`config.mk`:
```
export PLATFORM = sky130hd
export DESIGN_NAME = rbc_top
export DESIGN_NICKNAME = d
export VERILOG_FILES = /design/src/pkg/rbc_pkg.sv /design/src/pkg/rbc_cfg_if.sv /design/src/design/rbc_sync2.sv /design/src/design/rbc_decode.sv /design/src/design/rbc_top.sv
export VERILOG_INCLUDE_DIRS = /design/src /design/src/pkg
export SDC_FILE = /design/constraint.sdc
export NUM_CORES = 1
export LEC_CHECK = 0
export BUFFER_PORTS_ARGS = -buffer_cell sky130_fd_sc_hd__buf_2
export CAP_MARGIN = 20
export CORE_UTILIZATION = 30
export CTS_CLUSTER_DIAMETER = 30
export DETAILED_ROUTE_END_ITERATION = 6
export SYNTH_ARGS = -nofsm -noshare
export SYNTH_HDL_FRONTEND = slang
export SYNTH_HIERARCHICAL = 1
export SYNTH_SLANG_ARGS = --single-unit
```
`constraint.sdc`:
```
create_clock -name clk_sys_in -period 3.1 [get_ports clk_sys_in]
set_clock_uncertainty 0.2 [all_clocks]
set_input_delay 0.465 -clock clk_sys_in [delete_from_list [all_inputs] [get_ports clk_sys_in]]
set_output_delay 0.465 -clock clk_sys_in [all_outputs]
set_load 0.1 [all_outputs]
```
`src/pkg/rbc_defs.svh`:
```
`ifndef RBC_DEFS_SVH
`define RBC_DEFS_SVH

// ---------------------------------------------------------------
// override pin positions on the data bus
// ---------------------------------------------------------------
`define RBC_BOOT_SELECT_BIT   18
`define RBC_PORT_WIDTH_BIT    19
`define RBC_STRENGTH_BIT      21
`define RBC_REFERENCE_BIT     22
`define RBC_PLL_SELECT_BIT    23
`define RBC_FLASH_ENABLE_BIT  28

// ---------------------------------------------------------------
// defaults used when the override pin is not asserted
// ---------------------------------------------------------------
`define RBC_DEF_BOOT_SELECT   1'h0
`define RBC_DEF_PORT_WIDTH    1'h1
`define RBC_DEF_STRENGTH      1'h0
`define RBC_DEF_PLL_SELECT    1'h1
`define RBC_DEF_REFERENCE     1'h1
`define RBC_DEF_FLASH_ENABLE  1'h1

// ---------------------------------------------------------------
// startup register values
// ---------------------------------------------------------------
`define RBC_RST_CS0_ENABLE    1'h0
`define RBC_RST_CS0_PORT_SIZE 1'h1
`define RBC_RST_CS1_ENABLE    1'h0
`define RBC_RST_STRENGTH      1'h0
`define RBC_RST_FLASH_ENABLE  1'h1

// ---------------------------------------------------------------
// timing
// ---------------------------------------------------------------
`define RBC_CLK_PERIOD_NS     20
`define RBC_OUT_CLK_PERIOD_NS 20
`define RBC_RELEASE_CYC ((`RBC_OUT_CLK_PERIOD_NS + `RBC_CLK_PERIOD_NS - 1) / `RBC_CLK_PERIOD_NS)
`define RBC_CNT_W             4

`endif

```
`src/pkg/rbc_pkg.sv`:
```
package rbc_pkg;

	typedef enum logic [1:0] {
		CLK_EXTERNAL,
		CLK_ONE_TO_ONE,
		CLK_NORMAL_EXT_REF,
		CLK_NORMAL_XTAL_REF
	} rbc_clk_mode_type;

	typedef enum logic [1:0] {
		SEQ_HOLD,
		SEQ_GUARD,
		SEQ_RUN
	} rbc_seq_state_type;

endpackage

```
`src/pkg/rbc_cfg_if.sv`:
```
`timescale 1ns/1ps

interface rbc_cfg_if import rbc_pkg::*; ();
	logic             override;
	logic             boot_select;
	logic             port_width;
	logic             pll_select;
	logic             reference;
	logic             supply;
	logic             emul;
	logic             cs0_enable;
	logic             cs0_port_size;
	logic             cs1_enable;
	rbc_clk_mode_type clk_mode;
	logic             synth_mode;
	logic             synth_select;
	logic             synth_reference;

	modport src (
		output override, boot_select, port_width, pll_select, reference, supply, emul,
		input  cs0_enable, cs0_port_size, cs1_enable, clk_mode,
		input  synth_mode, synth_select, synth_reference
	);

	modport dec (
		input  override, boot_select, port_width, pll_select, reference, supply, emul,
		output cs0_enable, cs0_port_size, cs1_enable, clk_mode,
		output synth_mode, synth_select, synth_reference
	);
endinterface

```
`src/design/rbc_sync2.sv`:
```
`timescale 1ns/1ps

module rbc_sync2 import rbc_pkg::*; #(
	parameter int W = 8
) (
	input  wire logic         clk_sys_in,
	input  wire logic [W-1:0] async_in,
	output logic      [W-1:0] sync_out
);
	logic [W-1:0] meta_r;
	logic [W-1:0] stable_r;

	// no reset: the pins must keep being sampled while reset is held
	always_ff @(posedge clk_sys_in) begin
		meta_r   <= async_in;
		stable_r <= meta_r;
	end

	assign sync_out = stable_r;
endmodule

```
`src/design/rbc_decode.sv`:
```
`timescale 1ns/1ps
`include "rbc_defs.svh"

module rbc_decode import rbc_pkg::*; (
	rbc_cfg_if.dec cfg
);
	logic boot_sel;
	logic port_w;
	logic pll_sel;
	logic ref_sel;

	// ---------------------------------------------------------------
	// override levels or defaults
	// ---------------------------------------------------------------
	always_comb begin
		boot_sel = cfg.override ? cfg.boot_select : `RBC_DEF_BOOT_SELECT;
		port_w   = cfg.override ? cfg.port_width  : `RBC_DEF_PORT_WIDTH;
		pll_sel  = cfg.override ? cfg.pll_select  : `RBC_DEF_PLL_SELECT;
		ref_sel  = cfg.override ? cfg.reference   : `RBC_DEF_REFERENCE;
	end

	// ---------------------------------------------------------------
	// boot chip selects
	// ---------------------------------------------------------------
	always_comb begin
		cfg.cs0_enable    = boot_sel;
		cfg.cs0_port_size = boot_sel ? port_w : 1'h1;
		cfg.cs1_enable    = !boot_sel && cfg.emul;
	end

	// ---------------------------------------------------------------
	// clock mode
	// ---------------------------------------------------------------
	always_comb begin
		if (!cfg.supply) begin
			cfg.clk_mode = CLK_EXTERNAL;
		end else if (!pll_sel) begin
			cfg.clk_mode = CLK_ONE_TO_ONE;
		end else if (!ref_sel) begin
			cfg.clk_mode = CLK_NORMAL_EXT_REF;
		end else begin
			cfg.clk_mode = CLK_NORMAL_XTAL_REF;
		end
	end

	always_comb begin
		unique case (cfg.clk_mode)
			CLK_EXTERNAL: begin
				cfg.synth_mode      = 1'h0;
				cfg.synth_select    = 1'h0;
				cfg.synth_reference = 1'h0;
			end
			CLK_ONE_TO_ONE: begin
				cfg.synth_mode      = 1'h1;
				cfg.synth_select    = 1'h0;
				cfg.synth_reference = 1'h0;
			end
			CLK_NORMAL_EXT_REF: begin
				cfg.synth_mode      = 1'h1;
				cfg.synth_select    = 1'h1;
				cfg.synth_reference = 1'h0;
			end
			CLK_NORMAL_XTAL_REF: begin
				cfg.synth_mode      = 1'h1;
				cfg.synth_select    = 1'h1;
				cfg.synth_reference = 1'h1;
			end
		endcase
	end
endmodule

```
`src/design/rbc_top.sv`:
```
`timescale 1ns/1ps
`include "rbc_defs.svh"

// Functional notes
// - boot select disabled: enable clear, port size 32-bit, second select only if emulating
// - 16-bit boot port: enable set, port size clear, second select clear
// - 32-bit boot port: enable and port size set, second select clear
// - second select enable set only for emulation with internal boot
// - captured select bits stay after reset and software may overwrite them
// - boot line low: internal boot, 32-bit default, port width ignored
// - boot line high, width line low: external boot on 16-bit port
// - boot line high, width line high: external boot on 32-bit port
// - pin overrides apply only with config pin low during reset
// - strength line low gives default drive, high gives full drive
// - software may change drive strength after reset
// - three synthesizer status bits show clock mode and never change after reset
// - supply low: external clock mode, select and reference lines ignored
// - supply high, select high, reference low: normal mode, external reference
// - supply high, select and reference high: normal mode, crystal reference
// - flash line high enables internal flash, low disables it
// - reset loads startup values before the reset-time configuration
// - the block never raises an interrupt request
// - data pins stay inputs until one output clock after reset output negates
// - without config pin, defaults are used whatever the data pins show
module rbc_top import rbc_pkg::*; (
	input  wire logic        clk_sys_in,
	input  wire logic        rst_in,
	input  wire logic        reset_config_select_n_in,
	input  wire logic [31:0] data_pins_in,
	input  wire logic        synthesizer_supply_in,
	input  wire logic        emul_mode_in,
	input  wire logic        sw_select_wr_in,
	input  wire logic        sw_boot_enable_in,
	input  wire logic        sw_boot_port_size_in,
	input  wire logic        sw_emul_enable_in,
	input  wire logic        sw_strength_wr_in,
	input  wire logic        sw_strength_in,
	output logic             reset_output_out,
	output logic             data_pins_oe_out,
	output logic             config_valid_out,
	output logic             boot_select_enable_out,
	output logic             boot_port_size_out,
	output logic             emul_select_enable_out,
	output logic             pad_strength_out,
	output logic             synth_mode_out,
	output logic             synth_select_out,
	output logic             synth_reference_out,
	output logic             flash_enable_out
);
	// no interrupt request port exists on this block

	localparam logic [`RBC_CNT_W-1:0] RELEASE_LAST = `RBC_CNT_W'(`RBC_RELEASE_CYC - 1);

	rbc_seq_state_type     state_r;
	rbc_seq_state_type     state_nxt;
	logic [`RBC_CNT_W-1:0] guard_cnt_r;
	logic                  capture_w;
	logic                  reset_output_r;
	logic                  data_oe_r;
	logic                  valid_r;
	logic                  boot_en_r;
	logic                  boot_ps_r;
	logic                  emul_en_r;
	logic                  strength_r;
	logic                  syn_mode_r;
	logic                  syn_sel_r;
	logic                  syn_ref_r;
	logic                  flash_r;
	logic [7:0]            pins_sync;
	logic                  sy_boot;
	logic                  sy_width;
	logic                  sy_strength;
	logic                  sy_reference;
	logic                  sy_pll_select;
	logic                  sy_flash;
	logic                  sy_config_n;
	logic                  sy_supply;
	logic                  override_w;

	// ---------------------------------------------------------------
	// pin synchroniser
	// ---------------------------------------------------------------
	rbc_sync2 #(
		.W (8)
	) u_sync (
		.clk_sys_in (clk_sys_in),
		.async_in   ({data_pins_in[`RBC_BOOT_SELECT_BIT],
		              data_pins_in[`RBC_PORT_WIDTH_BIT],
		              data_pins_in[`RBC_STRENGTH_BIT],
		              data_pins_in[`RBC_REFERENCE_BIT],
		              data_pins_in[`RBC_PLL_SELECT_BIT],
		              data_pins_in[`RBC_FLASH_ENABLE_BIT],
		              reset_config_select_n_in,
		              synthesizer_supply_in}),
		.sync_out   (pins_sync)
	);

	assign sy_boot       = pins_sync[7];
	assign sy_width      = pins_sync[6];
	assign sy_strength   = pins_sync[5];
	assign sy_reference  = pins_sync[4];
	assign sy_pll_select = pins_sync[3];
	assign sy_flash      = pins_sync[2];
	assign sy_config_n   = pins_sync[1];
	assign sy_supply     = pins_sync[0];
	assign override_w    = !sy_config_n;

	// ---------------------------------------------------------------
	// configuration decode
	// ---------------------------------------------------------------
	rbc_cfg_if cfg ();

	assign cfg.override    = override_w;
	assign cfg.boot_select = sy_boot;
	assign cfg.port_width  = sy_width;
	assign cfg.pll_select  = sy_pll_select;
	assign cfg.reference   = sy_reference;
	assign cfg.supply      = sy_supply;
	assign cfg.emul        = emul_mode_in;

	rbc_decode u_decode (
		.cfg (cfg)
	);

	// ---------------------------------------------------------------
	// reset sequencer
	// ---------------------------------------------------------------
	// capture happens on the first edge after reset release, once only
	assign capture_w = (state_r == SEQ_HOLD) && !rst_in;

	always_comb begin
		state_nxt = state_r;
		unique case (state_r)
			SEQ_HOLD: begin
				state_nxt = SEQ_GUARD;
			end
			SEQ_GUARD: begin
				if (guard_cnt_r == RELEASE_LAST) begin
					state_nxt = SEQ_RUN;
				end
			end
			SEQ_RUN: begin
				state_nxt = SEQ_RUN;
			end
			default: begin
				state_nxt = SEQ_HOLD;
			end
		endcase
	end

	always_ff @(posedge clk_sys_in) begin
		if (rst_in) begin
			state_r <= SEQ_HOLD;
		end else begin
			state_r <= state_nxt;
		end
	end

	always_ff @(posedge clk_sys_in) begin
		if (rst_in) begin
			guard_cnt_r <= '0;
		end else if (state_r == SEQ_GUARD) begin
			guard_cnt_r <= guard_cnt_r + `RBC_CNT_W'(1);
		end
	end

	always_ff @(posedge clk_sys_in) begin
		if (rst_in) begin
			reset_output_r <= 1'h1;
		end else if (capture_w) begin
			reset_output_r <= 1'h0;
		end
	end

	// pins stay inputs for a full output clock so the override drivers can let go
	always_ff @(posedge clk_sys_in) begin
		if (rst_in) begin
			data_oe_r <= 1'h0;
		end else if (state_r == SEQ_GUARD && state_nxt == SEQ_RUN) begin
			data_oe_r <= 1'h1;
		end
	end

	always_ff @(posedge clk_sys_in) begin
		if (rst_in) begin
			valid_r <= 1'h0;
		end else if (capture_w) begin
			valid_r <= 1'h1;
		end
	end

	// ---------------------------------------------------------------
	// chip select control bits
	// ---------------------------------------------------------------
	always_ff @(posedge clk_sys_in) begin
		if (rst_in) begin
			boot_en_r <= `RBC_RST_CS0_ENABLE;
			boot_ps_r <= `RBC_RST_CS0_PORT_SIZE;
			emul_en_r <= `RBC_RST_CS1_ENABLE;
		end else if (capture_w) begin
			boot_en_r <= cfg.cs0_enable;
			boot_ps_r <= cfg.cs0_port_size;
			emul_en_r <= cfg.cs1_enable;
		end else if (sw_select_wr_in) begin
			boot_en_r <= sw_boot_enable_in;
			boot_ps_r <= sw_boot_port_size_in;
			emul_en_r <= sw_emul_enable_in;
		end
	end

	// ---------------------------------------------------------------
	// pad drive strength
	// ---------------------------------------------------------------
	always_ff @(posedge clk_sys_in) begin
		if (rst_in) begin
			strength_r <= `RBC_RST_STRENGTH;
		end else if (capture_w) begin
			strength_r <= override_w ? sy_strength : `RBC_DEF_STRENGTH;
		end else if (sw_strength_wr_in) begin
			strength_r <= sw_strength_in;
		end
	end

	// ---------------------------------------------------------------
	// synthesizer status, frozen once captured
	// ---------------------------------------------------------------
	always_ff @(posedge clk_sys_in) begin
		if (rst_in) begin
			syn_mode_r <= 1'h0;
			syn_sel_r  <= 1'h0;
			syn_ref_r  <= 1'h0;
		end else if (capture_w) begin
			syn_mode_r <= cfg.synth_mode;
			syn_sel_r  <= cfg.synth_select;
			syn_ref_r  <= cfg.synth_reference;
		end
	end

	// ---------------------------------------------------------------
	// internal flash enable
	// ---------------------------------------------------------------
	// an external boot with the flash line left high would clash at address zero
	always_ff @(posedge clk_sys_in) begin
		if (rst_in) begin
			flash_r <= `RBC_RST_FLASH_ENABLE;
		end else if (capture_w) begin
			flash_r <= override_w ? sy_flash : `RBC_DEF_FLASH_ENABLE;
		end
	end

	// ---------------------------------------------------------------
	// outputs
	// ---------------------------------------------------------------
	assign reset_output_out       = reset_output_r;
	assign data_pins_oe_out       = data_oe_r;
	assign config_valid_out       = valid_r;
	assign boot_select_enable_out = boot_en_r;
	assign boot_port_size_out     = boot_ps_r;
	assign emul_select_enable_out = emul_en_r;
	assign pad_strength_out       = strength_r;
	assign synth_mode_out         = syn_mode_r;
	assign synth_select_out       = syn_sel_r;
	assign synth_reference_out    = syn_ref_r;
	assign flash_enable_out       = flash_r;

	// ---------------------------------------------------------------
	// assertions
	// ---------------------------------------------------------------
	a_boot_internal: assert property (@(posedge clk_sys_in) disable iff (rst_in)
		capture_w && override_w && !sy_boot |=> !boot_en_r && boot_ps_r)
		else $error("internal boot did not leave select disabled at 32-bit");

	a_boot_ext_16: assert property (@(posedge clk_sys_in) disable iff (rst_in)
		capture_w && override_w && sy_boot && !sy_width
		|=> boot_en_r && !boot_ps_r && !emul_en_r)
		else $error("16-bit external boot decoded wrongly");

	a_boot_ext_32: assert property (@(posedge clk_sys_in) disable iff (rst_in)
		capture_w && override_w && sy_boot && sy_width
		|=> boot_en_r && boot_ps_r && !emul_en_r)
		else $error("32-bit external boot decoded wrongly");

	a_emul_select: assert property (@(posedge clk_sys_in) disable iff (rst_in)
		capture_w |=> emul_en_r == $past(emul_mode_in && !(override_w && sy_boot)))
		else $error("second select enable does not follow emulation and boot");

	a_default_cfg: assert property (@(posedge clk_sys_in) disable iff (rst_in)
		capture_w && !override_w |=> !boot_en_r && boot_ps_r
		&& strength_r == `RBC_DEF_STRENGTH && flash_r == `RBC_DEF_FLASH_ENABLE)
		else $error("defaults not applied without override");

	a_select_write: assert property (@(posedge clk_sys_in) disable iff (rst_in)
		state_r == SEQ_RUN && sw_select_wr_in
		|=> {boot_en_r, boot_ps_r, emul_en_r}
		== $past({sw_boot_enable_in, sw_boot_port_size_in, sw_emul_enable_in}))
		else $error("software select write lost");

	a_strength_cfg: assert property (@(posedge clk_sys_in) disable iff (rst_in)
		capture_w && override_w |=> strength_r == $past(sy_strength))
		else $error("drive strength not taken from strength line");

	a_strength_write: assert property (@(posedge clk_sys_in) disable iff (rst_in)
		state_r == SEQ_RUN && sw_strength_wr_in |=> strength_r == $past(sw_strength_in))
		else $error("software strength write lost");

	a_synth_frozen: assert property (@(posedge clk_sys_in) disable iff (rst_in)
		state_r != SEQ_HOLD |=> $stable({syn_mode_r, syn_sel_r, syn_ref_r}))
		else $error("synthesizer status changed after reset");

	a_supply_low: assert property (@(posedge clk_sys_in) disable iff (rst_in)
		capture_w && !sy_supply |=> !syn_mode_r && !syn_sel_r && !syn_ref_r)
		else $error("supply low did not give external clock mode");

	a_pll_normal: assert property (@(posedge clk_sys_in) disable iff (rst_in)
		capture_w && override_w && sy_supply && sy_pll_select
		|=> syn_mode_r && syn_sel_r && syn_ref_r == $past(sy_reference))
		else $error("normal pll mode reference wrong");

	a_pll_one_one: assert property (@(posedge clk_sys_in) disable iff (rst_in)
		capture_w && override_w && sy_supply && !sy_pll_select
		|=> syn_mode_r && !syn_sel_r)
		else $error("one-to-one pll mode not selected");

	a_flash_cfg: assert property (@(posedge clk_sys_in) disable iff (rst_in)
		capture_w && override_w |=> flash_r == $past(sy_flash) ##1 $stable(flash_r))
		else $error("flash enable not taken from flash line");

	a_pins_input: assert property (@(posedge clk_sys_in) disable iff (rst_in)
		$fell(reset_output_r) |-> !data_oe_r ##1 data_oe_r)
		else $error("data pins released at the wrong time");
endmodule

```
==> results of run 1 <==
-- worst paths after layout --
path	from	to	slack [ps]	cells past startpoint
max	flash_enable_out$_SDFFE_PP1P_	flash_enable_out	1330	1
min reg2reg	u_sync/meta_r[0]$_DFF_P_	u_sync/sync_out[0]$_DFF_P_	140	0
min	data_pins_in[28]	u_sync/meta_r[2]$_DFF_P_	30	1
max reg2reg	guard_cnt_r[0]$_SDFFE_PP0P_	data_pins_oe_out$_SDFFE_PP0P_	1650	5
-- registers in the layout (all words and copies together) (netlist names) --
signal / cells
config_valid_out: 1
pad_strength_out: 1
boot_select_enable_out: 1
synth_select_out: 1
reset_output_out: 1
boot_port_size_out: 1
guard_cnt_r: 4
emul_select_enable_out: 1
state_r: 2
u_sync/sync_out: 8
synth_mode_out: 1
synth_reference_out: 1
u_sync/meta_r: 8
data_pins_oe_out: 1
flash_enable_out: 1
-- power by group --
part,total (uW),switching [uW],internal [uW]
combinational,525,402,123
sequential,541,46.0,495
clock,335,144,192
-- layout make-up --
cell class	instances	area, um2
clock buffers	6	51.30
clock inverters	2	37.54
fillers	344	2007
inverters	6	22.52
multi-input cells	58	367.9
flip-flops and latches	33	660.6
well taps	46	57.56
repair buffers	32	185.2
-- placed cells by master (no fill, tap or decap), drive strengths merged --
cell type,count
a211oi,3
a21o,1
a21oi,8
and2,1
and2b,1
buf,27
bufinv,1
clkbuf,6
clkinvlp,1
dfxtp,33
dlygate4sd3,5
ha,2
inv,6
mux2,2
mux2i,3
nand2,9
nand2b,2
nand3,1
nand3b,1
nand4,1
nor2,11
nor2b,3
nor3,3
o21bai,2
or2,1
or4,1
xnor2,1
xor2,1
-- stage by stage --
stage | total power (uW) | hold WS (ps) | area [um2] | instances | util
after detailed placement | 1078 | 113.6 | 1244 | 170 | 0.3669
after global placement | 1066 | 110.7 | 1244 | 170 | 0.3669
after floorplan | 996.7 | 109.6 | 1071 | 101 | -
final | 1400 | 26.34 | 1383 | 183 | 0.4079
after CTS | 1417 | 6.634 | 1333 | 178 | 0.3931
after global routing | 1491 | 1.985 | 1383 | 183 | 0.4079
-- metal layers --
layer,vias up,routed length (um)
li1,398,-
met4,0,48
met2,26,836
met1,348,750
met5,-,0
met3,6,125
-- what timing repair did --
action | CTS | global route
resized for setup | 0 | 0
hold buffers | 0 | 5
endpoints found under the hold margin | 0 | 5
==> impl_metrics.py, run 1 <==
metrics = {
    "worst_setup_path": {
        "critPathCaptureType": "output pin",
        "crit_type": "register to output pin",
        "crit_fanout": 2,
        "critPathBufInv": 1,
        "critPathSlowestCell": "buf_2",
        "cp.required_ps": 2430,
        "cp_slowest_stage_delay_ps": 430,
        "start_kind": "register",
        "worst_path_dominant_cell_family": "buffers and inverters",
        "cp.arrival_ps": 1110,
        "cp_cell_sequence": "buf_2",
    },
    "floorplan": {
        "die_w_um": 61.75,
        "ios": 54,
        "rows": 21,
        "die_y_um": 61.75,
        "core-area_um2": 3390,
        "initial_core_util": 0.3160,
        "die_area_um2": 3813,
    },
    "clock_tree": {
        "cts_buffers": 5,
        "clock_sinks": 33,
        "cts.clk_slew.worst_paths_ps": 100,
        "cts_tree": "done",
        "cts_buffer_depth": 2,
        "root_buffer": "clkbuf_4",
        "clock_latency_ps": 330,
        "htree_levels": 2,
        "cts_setup_buffers": 0,
    },
    "place": {
        "portBuffers": 27,
        "place_congestion": 0.6639,
        "hpwlAfterDp_um": 1267,
        "dp_slack_ps": 1653,
    },
    "detailed_routing": {
        "ant_nets": 0,
        "routed_wl_um": 1760,
        "drt_first_iter_violations": 25,
        "drc": 0,
        "avgViaCountPerCell": 4.251,
        "detail_route.first_pass.iterations": 4,
        "avgRoutedWirePerCell_um": 9.617,
        "vias": 778,
    },
    "pwr": {
        "vdd.ir_drop.worst_v": 0.0003389,
        "p_leak_uw": 0.0006206,
        "power.density_nw_per_um2": 1013,
    },
    "timing": {
        "fin_ws_ps": 1330,
        "layout_worst_path_cycle_share": 0.5711,
        "hold_viol": 0,
        "post-route-min-period_ps": 1770,
        "tightest_slew_ps": 524.2,
        "setup_tns_ps": 0,
        "slew_viol_final": 0,
        "relSlewSlack": 0.6492,
        "setup_viol": 0,
        "fmax_mhz": 564.9,
        "rsz0062_at_grt": "no",
    },
    "layout": {
        "layout-drive-gt1-share": 0.3212,
        "antenna_cells": 0,
        "areaGrowthSynthToFinish_pct": 29.09,
        "nNetsFinal": 181,
    },
    "yosys": {
        "avgSynthCellArea_um2": 10.60,
        "synthCells": 101,
        "syn-cell-area_um2": 1071,
        "synth_nets": 146,
        "yosysWarnings": 6,
    },
    "global_routing": {
        "grt_overflow": 0,
        "grt.met2_usage": 0.1905,
        "grt_pass1_wl_um": 2980,
        "grt_pass1_vias": 726,
        "grtUsageTotal": 0.1154,
        "grt_max_degree": 19,
        "busiest_layer": "met2",
        "use_met1": 0.1118,
        "antenna_found_initial": 0,
        "gr-usage-met3": 0.06211,
    },
    "flow_run": {
        "drv_cap": 0,
    },
    "status": {
        "status": "completed",
    },
    "min_path": {
        "hold_path.class": "input port to register",
    },
}
No activity file was read; power rests on OpenSTA's default activity.
==> run 2: changes to the inputs <==
Clock period 3.1 ns to 1.78 ns, I/O delays scaled along.
==> run 2 against run 1 <==
Count of clock-buffer cells in the layout decreased by 1. Core utilization increased by 0.63 points. Clock power increased by 55%. Final area increased by 1.5%. Worst hold slack got worse by 10 ps. Sequential cell count unchanged. Global-route usage increased by 0.22 points. Register-to-register slack got worse by 1300 ps. Die area unchanged. Worst setup slack got worse by 1100 ps. First-iteration DRC count increased by 28%. Combinational power increased by 78%. Critical path type unchanged. Largest power group unchanged.
==> impl_metrics.py, run 2 (synthesized netlist as in run 1, its figures left out) <==
metrics = {
    "min_path": {
        "whs_endpoint": "boot_port_size_out$_SDFFE_PP1P_",
        "hold_depth": 3,
        "hold_path.class": "input port to register",
        "hp-start": "sw_boot_port_size_in",
    },
    "clock_tree": {
        "cts_tree": "done",
        "clock_latency_ps": 320,
        "root_buffer": "clkbuf_4",
        "cts.clk_slew.worst_paths_ps": 90,
        "clock_sinks": 33,
        "htree_levels": 2,
        "cts_buffers": 5,
        "cts_buffer_depth": 2,
    },
    "worst_setup_path": {
        "worst_path_dominant_cell_family": "buffers and inverters",
        "r2r_slack_ps": 340,
        "start_kind": "register",
        "critPathCaptureType": "output pin",
        "cp.required_ps": 1310,
        "cp_slowest_stage_delay_ps": 430,
        "cp_cell_sequence": "buf_2",
        "critPathBufInv": 1,
        "regToRegEndpoint": "data_pins_oe_out$_SDFFE_PP0P_",
        "cp.arrival_ps": 1110,
        "crit_fanout": 2,
        "r2r_cells": 5,
        "timing.rr.start": "guard_cnt_r[0]$_SDFFE_PP0P_",
        "crit_type": "register to output pin",
        "critPathSlowestCell": "buf_2",
    },
    "flow_run": {
        "drv_cap": 0,
    },
    "layout": {
        "antenna_cells": 0,
        "final_cells": 186,
        "layout_common_cells": "dfxtp_1, buf_2, nor2_1, nand2_1, dlygate4sd3_1",
        "areaGrowthSynthToFinish_pct": 31.08,
        "fin_util": 0.4142,
        "nNetsFinal": 185,
        "multi_input_area_um2": 367.9,
        "final-seq-area_um2": 660.6,
        "fill_cells": 340,
        "layout-drive-gt1-share": 0.3143,
        "final_common_cell": "dfxtp_1",
    },
    "timing": {
        "rsz0062_at_grt": "no",
        "setup_viol": 0,
        "fmax_mhz": 635.7,
        "tightest_slew_ps": 489.6,
        "post-route-min-period_ps": 1573,
        "slew_viol_final": 0,
        "setup_tns_ps": 0,
        "relSlewSlack": 0.6759,
        "layout_worst_path_cycle_share": 0.8838,
        "hold_viol": 0,
    },
    "place": {
        "place_congestion": 0.6445,
        "place_inst": 171,
        "hpwlAfterDp_um": 1282,
        "portBuffers": 27,
    },
    "global_routing": {
        "grtUsageTotal": 0.1176,
        "grt_max_degree": 19,
        "grt_pass1_wl_um": 3029,
        "grt_overflow": 0,
        "antenna_found_initial": 0,
        "grt_pass1_vias": 731,
    },
    "pwr": {
        "internal_power_uw": 1383,
        "p_leak_uw": 0.0006344,
        "power_frac_comb": 0.391,
        "power_frac_seq": 0.393,
        "vdd.ir_drop.worst_v": 0.0005143,
        "switchingPower_uw": 1013,
        "power.density_nw_per_um2": 1707,
        "clkPwrFrac": 0.216,
        "switching_share": 0.4228,
    },
    "detailed_routing": {
        "avgRoutedWirePerCell_um": 9.817,
        "drt_first_iter_violations": 32,
        "detail_route.first_pass.iterations": 3,
        "vias": 781,
        "drc": 0,
        "ant_nets": 0,
        "routed_wl_um": 1826,
        "avgViaCountPerCell": 4.199,
    },
    "floorplan": {
        "die_area_um2": 3813,
        "ios": 54,
        "rows": 21,
        "core-area_um2": 3390,
        "initial_core_util": 0.3160,
        "die_y_um": 61.75,
        "die_w_um": 61.75,
    },
    "status": {
        "status": "completed",
    },
}
## run 2: layer usage
layer  global-route usage  vias up  share of wire
li1                     -      405              -
met1               0.1184      345           0.44
met2               0.1935       24           0.47
met3              0.05176        7          0.060
met4              0.08571        0          0.029
met5                    0        -              0
## run 2: area by class of cell
cell class	instances	share of cell area
inverter	6	0.01604
clock inverter	2	0.02496
tap	46	0.04100
sequential	33	0.4706
clock buffer	5	0.02674
multi-input combinational	58	0.2620
timing repair buffer	36	0.1586
## run 2: power groups by stage
stage          clock network, uW  registers (uW)  logic (uW)
6_report                     519             941         937
5_1_grt                      574             963        1010
4_1_cts                      537             944         954
3_5_place_dp                   0             961         936
3_3_place_gp                   0             954         924
2_1_floorplan                  0            1420         316
## run 2: metrics by stage
stage / hold WS (ps) / total power, uW / worst slack, ps / area, um2
6_report: 15.98 / 2397 / 206.8 / 1404
5_1_grt: 27.37 / 2547 / 144.4 / 1404
4_1_cts: 4.074 / 2435 / 196.6 / 1404
3_5_place_dp: 112.1 / 1897 / 349.9 / 1251
3_3_place_gp: 110.9 / 1877 / 350.7 / 1251
2_1_floorplan: 94.72 / 1736 / 135.1 / 1071
## run 2: how the worst max path moves through the flow
| stage | from | to | slack (ps) | cells after the start |
|---|---|---|---|---|
| 2_1_floorplan | pad_strength_out$_SDFFE_PP0P_ | pad_strength_out$_SDFFE_PP0P_ | 140 | 3 |
| 3_3_place_gp | state_r[1]$_SDFF_PP0_ | guard_cnt_r[3]$_SDFFE_PP0P_ | 350 | 3 |
| 3_5_place_dp | guard_cnt_r[0]$_SDFFE_PP0P_ | data_pins_oe_out$_SDFFE_PP0P_ | 350 | 5 |
| 4_1_cts | synth_reference_out$_SDFFE_PP0P_ | synth_reference_out | 200 | 1 |
| 5_1_grt | synth_reference_out$_SDFFE_PP0P_ | synth_reference_out | 140 | 1 |
| 6_report | synth_reference_out$_SDFFE_PP0P_ | synth_reference_out | 210 | 1 |
## run 2: what timing repair did
item,4_1_cts,5_1_grt
hold buffers,8,0
buffers inserted,0,0
endpoints found under the hold margin,8,0
resized for setup,0,0
endpoints found under the setup margin,0,0
